**src/shared/evt_status_pkg.sv**
```systemverilog
package evt_status_pkg;
   // ==========================================================
   // Register widths and query selects
   localparam int STD_W  = 8;
   localparam int WORD_W = 16;
   localparam int SEL_W  = 3;
   localparam int ERR_W  = 10;
   localparam int CNT_W  = 16;
   localparam logic [SEL_W-1:0] SEL_STD_EVT  = 3'h0;
   localparam logic [SEL_W-1:0] SEL_OPER_EVT = 3'h1;
   localparam logic [SEL_W-1:0] SEL_MEAS_EVT = 3'h2;
   localparam logic [SEL_W-1:0] SEL_STD_EN   = 3'h3;
   localparam logic [SEL_W-1:0] SEL_OPER_EN  = 3'h4;
   localparam logic [SEL_W-1:0] SEL_MEAS_EN  = 3'h5;
   // ==========================================================
   // Standard event bit positions
   localparam int B_OPS_DONE      = 0;
   localparam int B_EMPTY_QUERY   = 2;
   localparam int B_BACKUP_RAM    = 3;
   localparam int B_CMD_RUN       = 4;
   localparam int B_DEVICE_FAULT  = 5;
   localparam int B_FRONT_PANEL   = 6;
   localparam int B_POWER_CYCLED  = 7;
   // ==========================================================
   // Operation event bit positions
   localparam int B_CONVERTING    = 4;
   localparam int B_WAIT_EVENT    = 5;
   localparam int B_SETTLED       = 8;
   localparam int B_IDLE          = 10;
   // ==========================================================
   // Measurement event bit positions
   localparam int B_RANGE_OVF     = 0;
   localparam int B_LOW_ONE       = 1;
   localparam int B_UP_ONE        = 2;
   localparam int B_LOW_TWO       = 3;
   localparam int B_UP_TWO        = 4;
   localparam int B_NEW_READING   = 5;
   localparam int B_COUNT_NOTIFY  = 6;
   localparam int B_TWO_STORED    = 7;
   localparam int B_STORE_HALF    = 8;
   localparam int B_STORE_FULL    = 9;
   localparam int B_STORE_WRAP    = 10;
   localparam int B_HW_BOUND      = 11;
   localparam int B_STORE_QUARTER = 12;
   localparam int B_STORE_3QUART  = 13;
   localparam int B_ANY_LIMIT     = 14;
   // ==========================================================
   // Used-bit masks and reset values
   localparam logic [STD_W-1:0]  STD_USED   = 8'hFD;
   localparam logic [WORD_W-1:0] OPER_USED  = 16'h0530;
   localparam logic [WORD_W-1:0] MEAS_USED  = 16'h7FFF;
   localparam logic [WORD_W-1:0] FLAG_RESET = 16'h0000;
   // ==========================================================
   // Error codes routed to the standard event register, and the two-stored count threshold
   localparam logic [ERR_W-1:0] ERR_DATA_LOST   = 10'h204;
   localparam logic [ERR_W-1:0] ERR_NO_RESUME   = 10'h205;
   localparam logic [ERR_W-1:0] ERR_SETUP_MISM  = 10'h208;
   localparam logic [ERR_W-1:0] ERR_MODULE_LOST = 10'h20B;
   localparam logic [ERR_W-1:0] ERR_MODULE_UNSP = 10'h20C;
   localparam logic [CNT_W-1:0] MIN_TWO_STORED  = 16'h0002;
endpackage

```
**src/shared/evt_flag_if.sv**
```systemverilog
`timescale 1ns/1ns
interface evt_flag_if #(parameter int W = 16);
   logic [W-1:0] setBits;
   logic         readClr;
   logic         clearAll;
   logic [W-1:0] flags;
   modport owner (input setBits, input readClr, input clearAll, output flags);
   modport user  (output setBits, output readClr, output clearAll, input flags);
endinterface

```
**src/logic/buffer_level_watch.sv**
```systemverilog
`timescale 1ns/1ns
module buffer_level_watch
   import evt_status_pkg::*;
#(
   parameter int CW = CNT_W
)(
   input  wire logic          clk,
   input  wire logic          sys_rst,
   input  wire logic          storeStb,
   input  wire logic          wrapStb,
   input  wire logic [CW-1:0] storeCount,
   input  wire logic [CW-1:0] bufSize,
   input  wire logic [CW-1:0] notifyCount,
   output logic               notifyHit,
   output logic               twoStored,
   output logic               quarterHit,
   output logic               halfHit,
   output logic               threeQuarterHit,
   output logic               fullHit,
   output logic               wrapHit
);
   logic [CW-1:0] quarterLvl;
   logic [CW-1:0] halfLvl;

   assign quarterLvl = bufSize >> 2;
   assign halfLvl    = bufSize >> 1;

   // ==========================================================
   // Level crossings, checked on each stored reading; wrap flag taken from each wrap strobe
   always_ff @(posedge clk) begin
      if (sys_rst) begin
         notifyHit       <= 1'b0;
         twoStored       <= 1'b0;
         quarterHit      <= 1'b0;
         halfHit         <= 1'b0;
         threeQuarterHit <= 1'b0;
         fullHit         <= 1'b0;
         wrapHit         <= 1'b0;
      end else begin
         notifyHit       <= storeStb && storeCount == notifyCount;
         twoStored       <= storeStb && storeCount >= CW'(MIN_TWO_STORED);
         quarterHit      <= storeStb && storeCount == quarterLvl;
         halfHit         <= storeStb && storeCount == halfLvl;
         threeQuarterHit <= storeStb && storeCount == CW'(halfLvl + quarterLvl);
         fullHit         <= storeStb && storeCount == bufSize;
         wrapHit         <= wrapStb;
      end
   end
endmodule

```
**src/logic/event_flag_reg.sv**
```systemverilog
`timescale 1ns/1ns
module event_flag_reg
   import evt_status_pkg::*;
#(
   parameter int                 W    = 16,
   parameter logic [WORD_W-1:0]  USED = 16'hFFFF
)(
   input  wire logic  clk,
   input  wire logic  sys_rst,
   evt_flag_if.owner  port
);
   logic [W-1:0] flags_q;
   logic [W-1:0] flags_d;
   logic [W-1:0] used;

   assign used = USED[W-1:0];

   // ==========================================================
   // Latch, clear on read or clear-status, set wins
   always_comb begin
      flags_d = flags_q;
      if (port.readClr || port.clearAll) begin
         flags_d = '0;
      end
      flags_d = flags_d | (port.setBits & used);
   end

   always_ff @(posedge clk) begin
      if (sys_rst) begin
         flags_q <= FLAG_RESET[W-1:0];
      end else begin
         flags_q <= flags_d;
      end
   end

   assign port.flags = flags_q;
endmodule

```
**src/logic/instrument_event_status_regs.sv**
```systemverilog
`timescale 1ns/1ns
module instrument_event_status_regs
   import evt_status_pkg::*;
#(
   parameter int CW = CNT_W
)(
   input  wire logic              clk,
   input  wire logic              sys_rst,
   input  wire logic              queryStb,
   input  wire logic [SEL_W-1:0]  querySel,
   input  wire logic              enableWrStb,
   input  wire logic [SEL_W-1:0]  enableSel,
   input  wire logic [WORD_W-1:0] enableData,
   input  wire logic              clearStatus,
   input  wire logic              opsQuery,
   input  wire logic              allOpsDone,
   input  wire logic              respReadReq,
   input  wire logic              outQueueEmpty,
   input  wire logic              errStb,
   input  wire logic [ERR_W-1:0]  errCode,
   input  wire logic              cmdRunErr,
   input  wire logic              localKeyPress,
   input  wire logic              measuring,
   input  wire logic              waitTrigger,
   input  wire logic              filterSettled,
   input  wire logic              filterEnabled,
   input  wire logic              idleState,
   input  wire logic              readingDone,
   input  wire logic              overRange,
   input  wire logic [3:0]        limitHit,
   input  wire logic              hwLimitHit,
   input  wire logic              storeStb,
   input  wire logic              wrapStb,
   input  wire logic [CW-1:0]     storeCount,
   input  wire logic [CW-1:0]     bufSize,
   input  wire logic [CW-1:0]     notifyCount,
   output logic                   respValid,
   output logic [WORD_W-1:0]      respData,
   output logic                   stdSummary,
   output logic                   operSummary,
   output logic                   measSummary,
   output logic                   opsDoneResp
);
   evt_flag_if #(.W(STD_W))  stdIf ();
   evt_flag_if #(.W(WORD_W)) operIf ();
   evt_flag_if #(.W(WORD_W)) measIf ();

   logic [STD_W-1:0]  stdEn_q;
   logic [WORD_W-1:0] operEn_q;
   logic [WORD_W-1:0] measEn_q;
   logic              opsWait_q;
   logic              powerUp_q;
   logic              notifyHit;
   logic              twoStored;
   logic              quarterHit;
   logic              halfHit;
   logic              threeQuarterHit;
   logic              fullHit;
   logic              wrapHit;
   logic              opsFinish;
   logic              readStd;
   logic              readOper;
   logic              readMeas;

   function automatic logic isErr(input logic [ERR_W-1:0] code, input logic [ERR_W-1:0] ref1);
      return errStb && code == ref1;
   endfunction

   // ==========================================================
   // Flag registers
   event_flag_reg #(.W(STD_W), .USED({8'h00, STD_USED})) stdReg (
      .clk     (clk),
      .sys_rst (sys_rst),
      .port    (stdIf.owner)
   );
   event_flag_reg #(.W(WORD_W), .USED(OPER_USED)) operReg (
      .clk     (clk),
      .sys_rst (sys_rst),
      .port    (operIf.owner)
   );
   event_flag_reg #(.W(WORD_W), .USED(MEAS_USED)) measReg (
      .clk     (clk),
      .sys_rst (sys_rst),
      .port    (measIf.owner)
   );

   buffer_level_watch #(.CW(CW)) bufWatch (
      .clk             (clk),
      .sys_rst         (sys_rst),
      .storeStb        (storeStb),
      .wrapStb         (wrapStb),
      .storeCount      (storeCount),
      .bufSize         (bufSize),
      .notifyCount     (notifyCount),
      .notifyHit       (notifyHit),
      .twoStored       (twoStored),
      .quarterHit      (quarterHit),
      .halfHit         (halfHit),
      .threeQuarterHit (threeQuarterHit),
      .fullHit         (fullHit),
      .wrapHit         (wrapHit)
   );

   // ==========================================================
   // Query decode and clears
   assign readStd  = queryStb && querySel == SEL_STD_EVT;
   assign readOper = queryStb && querySel == SEL_OPER_EVT;
   assign readMeas = queryStb && querySel == SEL_MEAS_EVT;

   assign stdIf.readClr   = readStd;
   assign operIf.readClr  = readOper;
   assign measIf.readClr  = readMeas;
   assign stdIf.clearAll  = clearStatus;
   assign operIf.clearAll = clearStatus;
   assign measIf.clearAll = clearStatus;

   // ==========================================================
   // Operation-done tracking
   assign opsFinish = opsWait_q && allOpsDone;

   always_ff @(posedge clk) begin
      if (sys_rst) begin
         opsWait_q <= 1'b0;
      end else if (opsQuery) begin
         opsWait_q <= 1'b1;
      end else if (opsFinish) begin
         opsWait_q <= 1'b0;
      end
   end

   always_ff @(posedge clk) begin
      if (sys_rst) begin
         opsDoneResp <= 1'b0;
      end else begin
         opsDoneResp <= opsFinish;
      end
   end

   always_ff @(posedge clk) begin
      if (sys_rst) begin
         powerUp_q <= 1'b1;
      end else begin
         powerUp_q <= 1'b0;
      end
   end

   // ==========================================================
   // Standard event sources
   always_comb begin
      stdIf.setBits = '0;
      stdIf.setBits[B_OPS_DONE]     = opsFinish;
      stdIf.setBits[B_EMPTY_QUERY]  = respReadReq && outQueueEmpty;
      stdIf.setBits[B_BACKUP_RAM]   = isErr(errCode, ERR_NO_RESUME)
                                   || isErr(errCode, ERR_DATA_LOST);
      stdIf.setBits[B_CMD_RUN]      = cmdRunErr;
      stdIf.setBits[B_DEVICE_FAULT] = isErr(errCode, ERR_SETUP_MISM)
                                   || isErr(errCode, ERR_MODULE_LOST)
                                   || isErr(errCode, ERR_MODULE_UNSP);
      stdIf.setBits[B_FRONT_PANEL]  = localKeyPress;
      stdIf.setBits[B_POWER_CYCLED] = powerUp_q;
   end

   // ==========================================================
   // Operation event sources
   always_comb begin
      operIf.setBits = '0;
      operIf.setBits[B_CONVERTING] = measuring;
      operIf.setBits[B_WAIT_EVENT] = waitTrigger;
      operIf.setBits[B_SETTLED]    = filterSettled || !filterEnabled;
      operIf.setBits[B_IDLE]       = idleState;
   end

   // ==========================================================
   // Measurement event sources
   always_comb begin
      measIf.setBits = '0;
      measIf.setBits[B_RANGE_OVF]     = readingDone && overRange;
      measIf.setBits[B_LOW_ONE]       = readingDone && limitHit[0];
      measIf.setBits[B_UP_ONE]        = readingDone && limitHit[1];
      measIf.setBits[B_LOW_TWO]       = readingDone && limitHit[2];
      measIf.setBits[B_UP_TWO]        = readingDone && limitHit[3];
      measIf.setBits[B_NEW_READING]   = readingDone;
      measIf.setBits[B_COUNT_NOTIFY]  = notifyHit;
      measIf.setBits[B_TWO_STORED]    = twoStored;
      measIf.setBits[B_STORE_HALF]    = halfHit;
      measIf.setBits[B_STORE_FULL]    = fullHit;
      measIf.setBits[B_STORE_WRAP]    = wrapHit;
      measIf.setBits[B_HW_BOUND]      = readingDone && hwLimitHit;
      measIf.setBits[B_STORE_QUARTER] = quarterHit;
      measIf.setBits[B_STORE_3QUART]  = threeQuarterHit;
      measIf.setBits[B_ANY_LIMIT]     = readingDone && (|limitHit || hwLimitHit);
   end

   // ==========================================================
   // Enable registers
   always_ff @(posedge clk) begin
      if (sys_rst) begin
         stdEn_q  <= '0;
         operEn_q <= '0;
         measEn_q <= '0;
      end else if (enableWrStb) begin
         if (enableSel == SEL_STD_EN) begin
            stdEn_q <= enableData[STD_W-1:0];
         end
         if (enableSel == SEL_OPER_EN) begin
            operEn_q <= enableData;
         end
         if (enableSel == SEL_MEAS_EN) begin
            measEn_q <= enableData;
         end
      end
   end

   // ==========================================================
   // Summaries
   always_ff @(posedge clk) begin
      if (sys_rst) begin
         stdSummary  <= 1'b0;
         operSummary <= 1'b0;
         measSummary <= 1'b0;
      end else begin
         stdSummary  <= |(stdIf.flags & stdEn_q);
         operSummary <= |(operIf.flags & operEn_q);
         measSummary <= |(measIf.flags & measEn_q);
      end
   end

   // ==========================================================
   // Query response
   always_ff @(posedge clk) begin
      if (sys_rst) begin
         respValid <= 1'b0;
         respData  <= '0;
      end else begin
         respValid <= queryStb;
         if (queryStb) begin
            unique case (querySel)
               SEL_STD_EVT:  respData <= {8'h00, stdIf.flags};
               SEL_OPER_EVT: respData <= operIf.flags;
               SEL_MEAS_EVT: respData <= measIf.flags;
               SEL_STD_EN:   respData <= {8'h00, stdEn_q};
               SEL_OPER_EN:  respData <= operEn_q;
               SEL_MEAS_EN:  respData <= measEn_q;
               default:      respData <= '0;
            endcase
         end
      end
   end
endmodule

```
**config.mk**
```make
export PLATFORM = sky130hd
export DESIGN_NAME = instrument_event_status_regs
export DESIGN_NICKNAME = d
export VERILOG_FILES = /design/src/shared/evt_status_pkg.sv /design/src/shared/evt_flag_if.sv /design/src/logic/buffer_level_watch.sv /design/src/logic/event_flag_reg.sv /design/src/logic/instrument_event_status_regs.sv
export SDC_FILE = /design/constraint.sdc
export NUM_CORES = 1
export LEC_CHECK = 0
export BUFFER_PORTS_ARGS = -buffer_cell sky130_fd_sc_hd__buf_2
export CORE_UTILIZATION = 46
export CTS_BUF_LIST = sky130_fd_sc_hd__clkbuf_8
export DETAILED_ROUTE_END_ITERATION = 12
export GPL_ROUTABILITY_DRIVEN = 0
export HOLD_SLACK_MARGIN = 0.15
export PLACE_DENSITY = 0.71
export SLEW_MARGIN = 20
export SYNTH_ARGS = -nofsm -noshare
export SYNTH_HDL_FRONTEND = slang
export SYNTH_HIERARCHICAL = 1
export SYNTH_SLANG_ARGS = --single-unit
```
**constraint.sdc**
```tcl
create_clock -name clk -period 3.8 [get_ports clk]
set_input_delay 0.38 -clock clk [delete_from_list [all_inputs] [get_ports clk]]
set_output_delay 0.38 -clock clk [all_outputs]
set_load 0.005 [all_outputs]
```
**After elaboration in Yosys (flattened, before gate mapping)**

Cells that the tools add are included.

- Flip-flop bits (word level): 110
- Input bits: 106
- Output and inout bits: 21
- Word-level logic and storage cells: 95

- $add $sub $neg: 1
- Bitwise gates (word level): 6
- Muxes and demuxes: 7
- Equal/unequal tests: 18
- Order comparisons: 1
- Reduce and logical (&&, ||, !) cells: 41

Operators with widths:

| operator | count |
|---|---|
| $pmux W16 S6 | 1 |
| $eq A10 B10 Y1 const B | 5 |
| $eq A16 B16 Y1 | 3 |
| $and A16 B16 Y16 | 2 |
| $mux W16 | 2 |
| $reduce_or A16 Y1 | 2 |
| $logic_and A1 B1 Y1 | 23 |
| $add A15 B14 Y16 | 1 |
| $eq A16 B14 Y1 | 1 |
| $eq A16 B15 Y1 | 1 |
| $ge A16 B2 Y1 const B | 1 |
| $or A16 B11 Y16 | 1 |
| $or A16 B15 Y16 | 1 |
| $eq A3 B3 Y1 const B | 4 |
| $eq A3 B2 Y1 const B | 3 |
| $and A8 B8 Y8 | 1 |
| $logic_or A1 B1 Y1 | 8 |
| $mux W8 | 1 |
| $or A8 B8 Y8 | 1 |
| $reduce_or A8 Y1 | 1 |
| $reduce_and A2 Y1 | 3 |
| $reduce_or A4 Y1 | 1 |
| $eq A3 B1 Y1 const B | 1 |
| $logic_not A3 Y1 | 1 |
| other kinds (3) | 5 |

**Longest topological paths before layout**

Gate-level depths: netlist of the first run.

- Word-level depth: 5
- Depth in mapped cells: 9
- Mapped depth without buffers: 9

**Modules after synthesis**

The synthesis of the first run kept the hierarchy.

Modules (own cells, without submodules):

| module | times used | area an instance (µm²) | cells each | seq. area each (µm²) |
|---|---|---|---|---|
| instrument_event_status_regs | 1 | 3049.2 | 359 | 1261.2 |
| buffer_level_watch | 1 | 1884.3 | 239 | 140.1 |
| event_flag_reg (measReg) | 1 | 594.3 | 65 | 300.3 |
| event_flag_reg (stdReg) | 1 | 274.0 | 30 | 140.1 |
| event_flag_reg (operReg) | 1 | 244.0 | 29 | 80.1 |

**Least setup slack after synthesis of the first run**

Ideal clock, no wire load.

- Path type: input -> register
- Start point: input port bufSize[1]
- End point: register bufWatch.threeQuarterHit
- Cell stages on the path: 9
- Data required time: 3.697 ns
- Path slack: 1.274 ns
- Data arrival time: 2.423 ns
- Path through: ha_1 > fa_1 > a21oi_1 > o221ai_1 > a211oi_1 > nor2_1 > a221oi_1 > o2111ai_1 > a2111oi_2

- Cells in the longest elaborated chain, start to end: 3

Ends and longest elaborated chain:

| what | RTL line | text |
|---|---|---|
| from (decl) | instrument_event_status_regs.sv:35 | `input wire logic [CW-1:0] bufSize,` |
| $add A15 B14 Y16 | buffer_level_watch.sv:44 | `threeQuarterHit <= storeStb && storeCount == CW'(halfLvl + quarterLvl);` |
| $eq A16 B16 Y1 | buffer_level_watch.sv:44 |  |
| $logic_and A1 B1 Y1 | buffer_level_watch.sv:44 |  |
| to (signal assigned) | buffer_level_watch.sv:44 |  |
| to (decl) | buffer_level_watch.sv:18 | `output logic threeQuarterHit,` |

Every way passes these cells.
A chain may end at the register's enable or synchronous reset.

**Worst setup path in the final report of the first run**

- Start point: input port bufSize[2]
- End point: register bufWatch.threeQuarterHit

Same word-level chain as after synthesis.

==> results by group, run 1 <==
Run status
  – Status: complete, no violations

Critical path
  – Worst Setup End Kind: register
  – Reg2reg setup slack: 2.51 ns
  – Reg-to-Reg Start: measReg/port.flags[11]
  – Arrival @ worst endpoint: 2.93 ns
  – CP required: 4.08 ns
  – Crit Path Max Fanout: 6
  – Critical Path End: bufWatch/threeQuarterHit
  – Reg2reg end: measSummary
  – CP startpoint: bufSize[2]
  – CP Launch Type: primary input
  – Worst Reg-to-Reg Cells: 4
  – Setup Crit Path Kind: in2reg

Timing
  – Final Skew: 0.01338 ns
  – Fin. Hold Viols: 0
  – Final WS setup: 1.153 ns
  – Final Max Tran Viols: 0
  – RSZ-0062 raised after global routing: false
  – TNS Setup: 0 ns
  – Fmax: 0.3778 GHz
  – Minimum period implied by the final worst setup slack: 2.647 ns
  – Worst rel slew slack: 27.97%
  – Final setup viols: 0
  – Tcrit/Tclk final: 69.66%
  – Final hold slack: 0.2124 ns
  – Slew @ Worst Pin: 1.075 ns

Clock tree
  – CTS tree: built
  – H-tree depth: 3
  – CTS Root Cell: clkbuf_8
  – Post-CTS setup buffers: 0
  – CTS resizes: 0
  – Cts hold-fix bufs: 0
  – Cts bufs inserted: 9
  – Clock Path Buffers: 2
  – Worst-Skew Late Latency: 0.38 ns
  – Clk sinks: 96
  – Clock-pin slew on the worst setup and hold paths: 0.10 ns

Floorplanning
  – Die height: 116.6 um
  – Die Width: 116.6 um
  – I/O pin total: 127
  – # rows: 41
  – Initial core utilization: 47.49%
  – Die ar.: 13600 um2
  – Core area: 12720 um2

Power
  – Leakage: 0.002713 uW
  – Max IR drop VDD: 0.1487 mV
  – Power Density: 324.2 nW/um2

Global routing
  – Vias in the first global route: 4991
  – Gr ovfl total: 0
  – Global-route wire length before repair: 25.56 mm
  – Initial antenna violation count: 2
  – Largest net degree at the start of global routing: 84
  – Total global-route track usage: 24.41%

Route
  – Number of DRC markers in iteration 0: 399
  – WL/cell: 16.40 um
  – Vias per cell: 5.519
  – Total number of vias: 5480
  – Pre-antenna DRT Iters: 5
  – Final routed DRC violation total: 0
  – Final WL: 16.28 mm
  – Detail Route Antenna Nets: 0

Logic synthesis
  – Yosys warnings: 6
  – Synthesized cell area: 6042 um2
  – Mean post-synth cell area: 8.380 um2
  – Post-Synthesis Cells: 721

Final layout
  – Layout cell share with drive strength beyond 1: 19.78%
  – Fillers: 1269
  – NumNets Final: 936
  – Final cell count without fillers: 993
  – Synth-to-layout area growth: 12.76%

Hold path
  – WHS Path Cells: 2
  – Min-Delay Path Class: in2reg

Placement
  – # port buffers: 126
  – Placed cell count: 975
  – HPWL after DPL: 12.48 mm
  – Place WS: 0.8144 ns

Flow run
  – Max_cap viols: 0
==> sequential cells by signal, indices dropped and copies added, names as in the netlist, 4 cells and up <==
register            cells
measEn_q               16
measReg/port.flags     15
operEn_q               16
operReg/port.flags      4
respData               16
stdEn_q                 8
stdReg/port.flags       7
==> area by class of cell <==
class | instances | area, um2 | area share [%]
multi-input combinational | 545 | 3705 | 54.38
sequential | 96 | 1922 | 28.21
timing repair buffer | 128 | 645.6 | 9.477
tap | 172 | 215.2 | 3.159
inverter | 34 | 127.6 | 1.873
clock buffer | 9 | 123.9 | 1.818
clock inverter | 7 | 68.82 | 1.010
antenna | 2 | 5.005 | 0.07346
==> routing by layer <==
metal,up-vias,track usage (%),wire (um)
met5,-,0,0
met4,0,10.63,489
met3,31,3.633,1025
met2,187,37.87,7175
met1,2523,33.64,7593
li1,2739,-,-
==> where the power goes <==
part           internal, uW  total (uW)  switching [uW]  leakage, uW
logic                   208         484             275      0.00183
clock network           259         660             401     0.000100
registers              1040        1070            27.4     0.000783
total                  1510        2210             704      0.00271
==> placed cells by master, fill, tap and decap left out, types with 13 or more instances in the layout <==
cell	n
nor3_1	17
conb_1	14
nor2_1	22
ha_1	15
inv_1	32
buf_2	126
nand2_1	85
xor2_1	48
mux2i_1	16
a22o_1	14
nor4_1	13
or3b_1	26
o21ai_0	13
a22oi_1	17
a21oi_1	88
xnor2_1	30
dfxtp_1	96
==> worst max-delay path, stage by stage <==
cell and delay (ns):
buf_2 0.15, ha_1 0.22, fa_1 0.41, a21oi_1 0.20, o221ai_1 0.20, a211oi_1 0.39, nor2_1 0.12, a221oi_1 0.28
o2111ai_1 0.22, a2111oi_2 0.35
==> worst min-delay path by stage <==
stage	startpoint	to	slack [ns]
floorplan	bufWatch/quarterHit	measReg/port.flags[12]	0.40
global placement	bufWatch/threeQuarterHit	measReg/port.flags[13]	0.42
detailed placement	bufWatch/threeQuarterHit	measReg/port.flags[13]	0.42
CTS	wrapStb	bufWatch/wrapHit	0.21
global route	idleState	operReg/port.flags[10]	0.21
finish	wrapStb	bufWatch/wrapHit	0.21
==> through the flow <==
stage / utilization [%] / power, uW / area, um2
detailed placement: 52.00 / 1564 / 6615
global route: 53.53 / 2317 / 6810
finish: 53.55 / 2209 / 6813
global placement: 52.00 / 1561 / 6615
floorplan: - / 1417 / 6083
CTS: 53.51 / 2214 / 6808
Note: power is estimated with default switching activity, not from simulation.
==> run 2: changes to the inputs <==
--- a/config.mk
+++ b/config.mk
@@ -11,7 +11,7 @@
 export DETAILED_ROUTE_END_ITERATION = 12
 export GPL_ROUTABILITY_DRIVEN = 0
 export HOLD_SLACK_MARGIN = 0.15
-export PLACE_DENSITY = 0.71
+export PLACE_DENSITY = 0.74
 export SLEW_MARGIN = 20
 export SYNTH_ARGS = -nofsm -noshare
 export SYNTH_HDL_FRONTEND = slang
==> constraint.sdc (replaced) <==
create_clock -name clk -period 2.25 [get_ports clk]
set_input_delay 0.225 -clock clk [delete_from_list [all_inputs] [get_ports clk]]
set_output_delay 0.225 -clock clk [all_outputs]
set_load 0.005 [all_outputs]
==> run 2 against run 1 <==
Net effect: sequential power grew 68%; sequential cell count is the same; non-clock buffer count grew 76.
==> results by group, run 2 (synthesis gave the netlist of run 1 again) <==
Run status
  – Status: complete, no violations (unchanged)

Global routing
  – Vias in the first global route: 5504 (was 4991)
  – Global-route wire length before repair: 27.66 mm (was 25.56 mm)
  – Total global-route track usage: 26.44% (was 24.41%)
  – Largest net degree at the start of global routing: 51 (was 84)
  – Gr ovfl total: 0 (unchanged)
  – Initial antenna violation count: 0 (was 2)

Route
  – Number of DRC markers in iteration 0: 597 (was 399)
  – WL/cell: 16.43 um (was 16.40 um)
  – Vias per cell: 5.534 (was 5.519)
  – Final WL: 17.54 mm (was 16.28 mm)
  – Total number of vias: 5905 (was 5480)
  – Detail Route Antenna Nets: 0 (unchanged)
  – Final routed DRC violation total: 0 (unchanged)
  – Pre-antenna DRT Iters: 5 (unchanged)

Timing
  – TNS Setup: 0 ns (unchanged)
  – Worst rel slew slack: 51.52% (was 27.97%)
  – Final Skew: 0.01652 ns (was 0.01338 ns)
  – Final WS setup: 0.1413 ns (was 1.153 ns)
  – Minimum period implied by the final worst setup slack: 2.109 ns
  – Fmax: 0.4742 GHz
  – Fin. Hold Viols: 0 (unchanged)
  – Tcrit/Tclk final: 93.72%
  – Slew @ Worst Pin: 0.7258 ns (was 1.075 ns)
  – Final setup viols: 0 (unchanged)
  – Final Max Tran Viols: 0 (unchanged)

Critical path
  – Reg2reg end: respData[0] (was measSummary)
  – Arrival @ worst endpoint: 2.38 ns (was 2.93 ns)
  – Reg2reg setup slack: 0.97 ns (was 2.51 ns)
  – Reg-to-Reg Start: stdEn_q[0] (was measReg/port.flags[11])
  – Worst Reg-to-Reg Cells: 3 (was 4)
  – Crit Path Max Fanout: 2 (was 6)
  – CP required: 2.52 ns (was 4.08 ns)
  – Worst Setup End Kind: register (unchanged)
  – Setup Crit Path Kind: in2reg (unchanged)
  – CP Launch Type: primary input (unchanged)

Placement
  – Place WS: -0.2702 ns (was 0.8144 ns)
  – Area after DPL: 6990 um2 (was 6615 um2)
  – Placed cell count: 1023 (was 975)
  – HPWL after DPL: 13.31 mm (was 12.48 mm)
  – # port buffers: 126 (unchanged)

Power
  – Power Density: 514.9 nW/um2 (was 324.2 nW/um2)
  – Max IR drop VDD: 0.2513 mV (was 0.1487 mV)
  – Leakage: 0.003072 uW (was 0.002713 uW)

Final layout
  – Post-layout util: 58.82% (was 53.55%)
  – Synth-to-layout area growth: 23.86% (was 12.76%)
  – # diodes: 0 (was 2)
  – Regs by FF count: measEn_q: 16 flops, operEn_q: 16 flops, respData: 16 flops (unchanged)
  – Final cell count without fillers: 1067 (was 993)
  – NumNets Final: 1012 (was 936)
  – Commonest cells after routing, fill and taps aside: buf_2 (126), dfxtp_1 (96), a21oi_1 (87), nand2_1 (85), buf_4 (51) (was buf_2 (126), dfxtp_1 (96), a21oi_1 (88), nand2_1 (85), xor2_1 (48))
  – Fin area: 7483 um2 (was 6813 um2)
  – Layout cell share with drive strength beyond 1: 24.25% (was 19.78%)
  – Most common cell after layout, fill and taps aside: buf_2 (unchanged)

Clock tree
  – Worst-Skew Late Latency: 0.38 ns (about the same)
  – Cts bufs inserted: 9 (unchanged)
  – CTS tree: built (unchanged)
  – Clock Path Buffers: 2 (unchanged)
  – H-tree depth: 3 (unchanged)
  – Clk sinks: 96 (unchanged)
  – CTS Root Cell: clkbuf_8 (unchanged)
  – Clock-pin slew on the worst setup and hold paths: 0.10 ns (about the same)

Flow run
  – Max_cap viols: 0 (unchanged)

Floorplanning
  – Die Width: 116.6 um (unchanged)
  – Core area: 12720 um2 (unchanged)
  – Die ar.: 13600 um2 (unchanged)
  – I/O pin total: 127 (unchanged)
  – # rows: 41 (unchanged)
  – Initial core utilization: 47.49% (unchanged)
  – Die height: 116.6 um (unchanged)

Hold path
  – Hold EP: bufWatch/fullHit (was bufWatch/wrapHit)
  – WHS Path Cells: 3 (was 2)
  – Min-Delay Path Class: in2reg (unchanged)
  – Origin of the worst min-delay path: bufSize[0] (was wrapStb)
==> run 2: layout make-up <==
class,count,area [um2]
inverter,34,127.6
clock inverter,7,61.31
multi-input combinational,545,3750
clock buffer,9,123.9
tap,172,215.2
sequential,96,1922
timing repair buffer,204,1284
fill,1166,5239
==> run 2: metrics by stage <==
stage | hold WS [ns] | total power, uW
floorplan | 0.2527 | 2398
global placement | 0.4128 | 2715
detailed placement | 0.4201 | 2730
CTS | 0.1639 | 3827
global route | 0.1932 | 4030
finish | 0.1672 | 3853
==> run 2: critical path: stages <==
cell	delay, ns
buf_2	0.11
ha_1	0.22
fa_2	0.37
a21oi_2	0.19
o21bai_1	0.09
xnor2_1	0.17
nand4_1	0.15
a2111oi_4	0.35
o2111ai_2	0.17
a2111oi_2	0.34
==> run 2: where the power goes <==
group          total [uW]  internal, uW  switching [uW]
clock network        1090           426             666
logic                 960           455             506
registers            1800          1750            47.1
total                3850          2630            1220
==> run 2: how the worst max path moves through the flow <==
stage,to,cells after the start,start
after floorplan,bufWatch/threeQuarterHit,9,bufSize[1]
after global placement,bufWatch/threeQuarterHit,10,bufSize[1]
after detailed placement,bufWatch/threeQuarterHit,10,bufSize[1]
after CTS,bufWatch/threeQuarterHit,10,bufSize[1]
after global routing,bufWatch/threeQuarterHit,9,bufSize[3]
final,bufWatch/threeQuarterHit,10,bufSize[1]
==> run 2: routing by layer <==
metal  vias up  track usage, %  routed length [um]
met4         0           9.536                 475
met1      2759           35.37                7931
met5         -               0                   0
met2       232           43.16                7874
li1       2876               -                   -
met3        38           4.048                1255
==> run 2: repair_timing <==
| action | in CTS | in global routing |
|---|---|---|
| setup endpoints to repair | 0 | 1 |
| resized for setup | 0 | 5 |
| hold buffers | 27 | 0 |
| buffers inserted | 0 | 1 |
| hold endpoints to repair | 49 | 0 |
==> run 3: changes to the inputs <==
--- a/config.mk
+++ b/config.mk
@@ -5,13 +5,14 @@
 export SDC_FILE = /design/constraint.sdc
 export NUM_CORES = 1
 export LEC_CHECK = 0
+export ABC_AREA = 1
 export BUFFER_PORTS_ARGS = -buffer_cell sky130_fd_sc_hd__buf_2
 export CORE_UTILIZATION = 46
 export CTS_BUF_LIST = sky130_fd_sc_hd__clkbuf_8
 export DETAILED_ROUTE_END_ITERATION = 12
 export GPL_ROUTABILITY_DRIVEN = 0
 export HOLD_SLACK_MARGIN = 0.15
-export PLACE_DENSITY = 0.74
+export PLACE_DENSITY = 0.71
 export SLEW_MARGIN = 20
 export SYNTH_ARGS = -nofsm -noshare
 export SYNTH_HDL_FRONTEND = slang
==> run 3 against run 2 <==
Net effect: worst setup slack better by 0.45 ns; sequential power barely moved; clock power fell by 9%; sequential cell count unchanged; combinational power decreased by 3.3%; total power shrank 3.4%; first-iteration DRC count down 20%; highest routed layer unchanged; hold slack worse by 0.011 ns; die area grew 8.7%; design area grew 0.90%; synthesized area grew 8.8%; via count up 19%.
==> results by group, run 3 <==
Timing
  – Final WS setup: 0.5903 ns (was 0.1413 ns)
  – Final Max Tran Viols: 0 (unchanged)
  – RSZ-0062 raised after global routing: false
  – TNS Setup: 0 ns (unchanged)
  – Final setup viols: 0 (unchanged)
  – Minimum period implied by the final worst setup slack: 1.660 ns (was 2.109 ns)
  – Tcrit/Tclk final: 73.76% (was 93.72%)
  – Fin. Hold Viols: 0 (unchanged)
  – Slew @ Worst Pin: 0.7834 ns (was 0.7258 ns)
  – Worst rel slew slack: 47.77% (was 51.52%)
  – Fmax: 0.6025 GHz (was 0.4742 GHz)
  – Final Skew: 0.01025 ns (was 0.01652 ns)

Final layout
  – Synth-to-layout area growth: 14.84% (was 23.86%)
  – NumNets Final: 1267 (was 1012)
  – Most common cell after layout, fill and taps aside: nand2_1 (was buf_2)
  – Post-layout util: 54.19% (was 58.82%)
  – Fillers: 1424 (was 1166)
  – Regs by FF count: measEn_q: 16 flops, operEn_q: 16 flops, respData: 16 flops (unchanged)
  – Layout cell share with drive strength beyond 1: 16.78% (was 24.25%)
  – Commonest cells after routing, fill and taps aside: nand2_1 (280), inv_1 (141), buf_2 (126), dfxtp_1 (96), a21oi_1 (76) (was buf_2 (126), dfxtp_1 (96), a21oi_1 (87), nand2_1 (85), buf_4 (51))

Clock tree
  – Post-CTS setup buffers: 0 (unchanged)
  – Clock Path Buffers: 2 (unchanged)
  – CTS tree: built (unchanged)
  – Clock-pin slew on the worst setup and hold paths: 0.09 ns (was 0.10 ns)
  – Cts bufs inserted: 9 (unchanged)
  – H-tree depth: 3 (unchanged)
  – CTS Root Cell: clkbuf_8 (unchanged)
  – Worst-Skew Late Latency: 0.37 ns (was 0.38 ns)
  – Clk sinks: 96 (unchanged)

Run status
  – Status: complete, no violations (unchanged)

Global routing
  – Global-route wire length before repair: 30.82 mm (was 27.66 mm)
  – Total global-route track usage: 26.21% (was 26.44%)
  – Initial antenna violation count: 1 (was 0)
  – Largest net degree at the start of global routing: 66 (was 51)
  – Gr ovfl total: 0 (unchanged)
  – Vias in the first global route: 6425 (was 5504)

Placement
  – Place WS: 0.2145 ns (was -0.2702 ns)
  – HPWL after DPL: 14.51 mm (was 13.31 mm)
  – # port buffers: 126 (unchanged)

Route
  – Number of DRC markers in iteration 0: 475 (was 597)
  – Vias per cell: 5.260 (was 5.534)
  – Pre-antenna DRT Iters: 5 (unchanged)
  – Final WL: 19.13 mm (was 17.54 mm)
  – Detail Route Antenna Nets: 0 (unchanged)
  – WL/cell: 14.37 um (was 16.43 um)
  – Final routed DRC violation total: 0 (unchanged)
  – Total number of vias: 7001 (was 5905)

Flow run
  – Max_cap viols: 0 (unchanged)

Critical path
  – CP Launch Type: primary input (unchanged)
  – Setup Crit Path Kind: in2reg (unchanged)
  – CP required: 2.56 ns (was 2.52 ns)
  – Crit Path Max Fanout: 7 (was 2)
  – Worst Setup End Kind: register (unchanged)
  – Arrival @ worst endpoint: 1.97 ns (was 2.38 ns)

Logic synthesis
  – Mean post-synth cell area: 6.427 um2 (was 8.380 um2)
  – Post-Synthesis Cells: 1023 (was 721)
  – Synthesized cell area: 6575 um2 (was 6042 um2)
  – Yosys warnings: 6 (unchanged)

Floorplanning
  – Initial core utilization: 47.19% (was 47.49%)
  – Die ar.: 14780 um2 (was 13600 um2)
  – # rows: 43 (was 41)
  – Die Width: 121.6 um (was 116.6 um)
  – I/O pin total: 127 (unchanged)
  – Die height: 121.6 um (was 116.6 um)
  – Core area: 13930 um2 (was 12720 um2)

Hold path
  – Min-Delay Path Class: in2reg (unchanged)

Power
  – Power Density: 492.8 nW/um2 (was 514.9 nW/um2)
  – Max IR drop VDD: 0.2374 mV (was 0.2513 mV)
  – Leakage: 0.003606 uW (was 0.003072 uW)
## run 3: worst paths after layout
check / startpoint / endpoint / slack, ns / cells after the start
max: bufSize[2] / bufWatch/threeQuarterHit / 0.59 / 14
min: outQueueEmpty / stdReg/port.flags[2] / 0.16 / 5
max reg2reg: measReg/port.flags[2] / measSummary / 1.19 / 6
min reg2reg: bufWatch/threeQuarterHit / measReg/port.flags[13] / 0.43 / 2
## run 3: stage by stage
| step | cells | hold WS, ns | instance area (um2) | total power (uW) |
|---|---|---|---|---|
| finish | 1331 | 0.1565 | 7551 | 3721 |
| global route | 1330 | 0.1528 | 7548 | 3936 |
| CTS | 1330 | 0.1507 | 7548 | 3729 |
| detailed placement | 1296 | 0.4292 | 7202 | 2723 |
| global placement | 1296 | 0.4175 | 7202 | 2713 |
| floorplan | 1034 | 0.2527 | 6616 | 2441 |
## run 3: layout make-up
class / instances / area, um2 / area share [%]
Timing Repair Buffer: 153 / 878.3 / 11.63
Sequential cell: 96 / 1922 / 25.45
Clock inverter: 6 / 28.78 / 0.3811
Antenna cell: 1 / 2.502 / 0.03314
Inverter: 147 / 554.3 / 7.341
Clock buffer: 10 / 137.6 / 1.823
Multi-Input combinational cell: 738 / 3802 / 50.36
Tap cell: 180 / 225.2 / 2.983
## run 3: repair_timing
action	CTS	global route
setup endpoints to repair	0	0
hold endpoints to repair	24	0
gates resized for setup	0	0
hold buffers	18	0
## run 3: power by group
part	switching, uW	internal (uW)
clock network	579	417
logic	582	347
registers	39.1	1760
## run 3: metal layers
layer | vias to the layer above | track usage (%) | routed length (um)
li1 | 3559 | - | -
met1 | 3091 | 33.95 | 8388
met2 | 310 | 43.89 | 8937
met3 | 41 | 3.933 | 1361
met4 | 0 | 9.722 | 442
met5 | - | 0 | 0
## run 3: critical path: stages
cell and delay (ns):
buf_2 0.18, ha_1 0.26, fa_1 0.46, inv_1 0.06, nand2_1 0.05, nand2_1 0.06
nand3_1 0.07, nor2_1 0.11, nand2_1 0.06, nor2_1 0.09, nand3_1 0.09, nor2_1 0.11
nand3_1 0.08, nor2_1 0.08
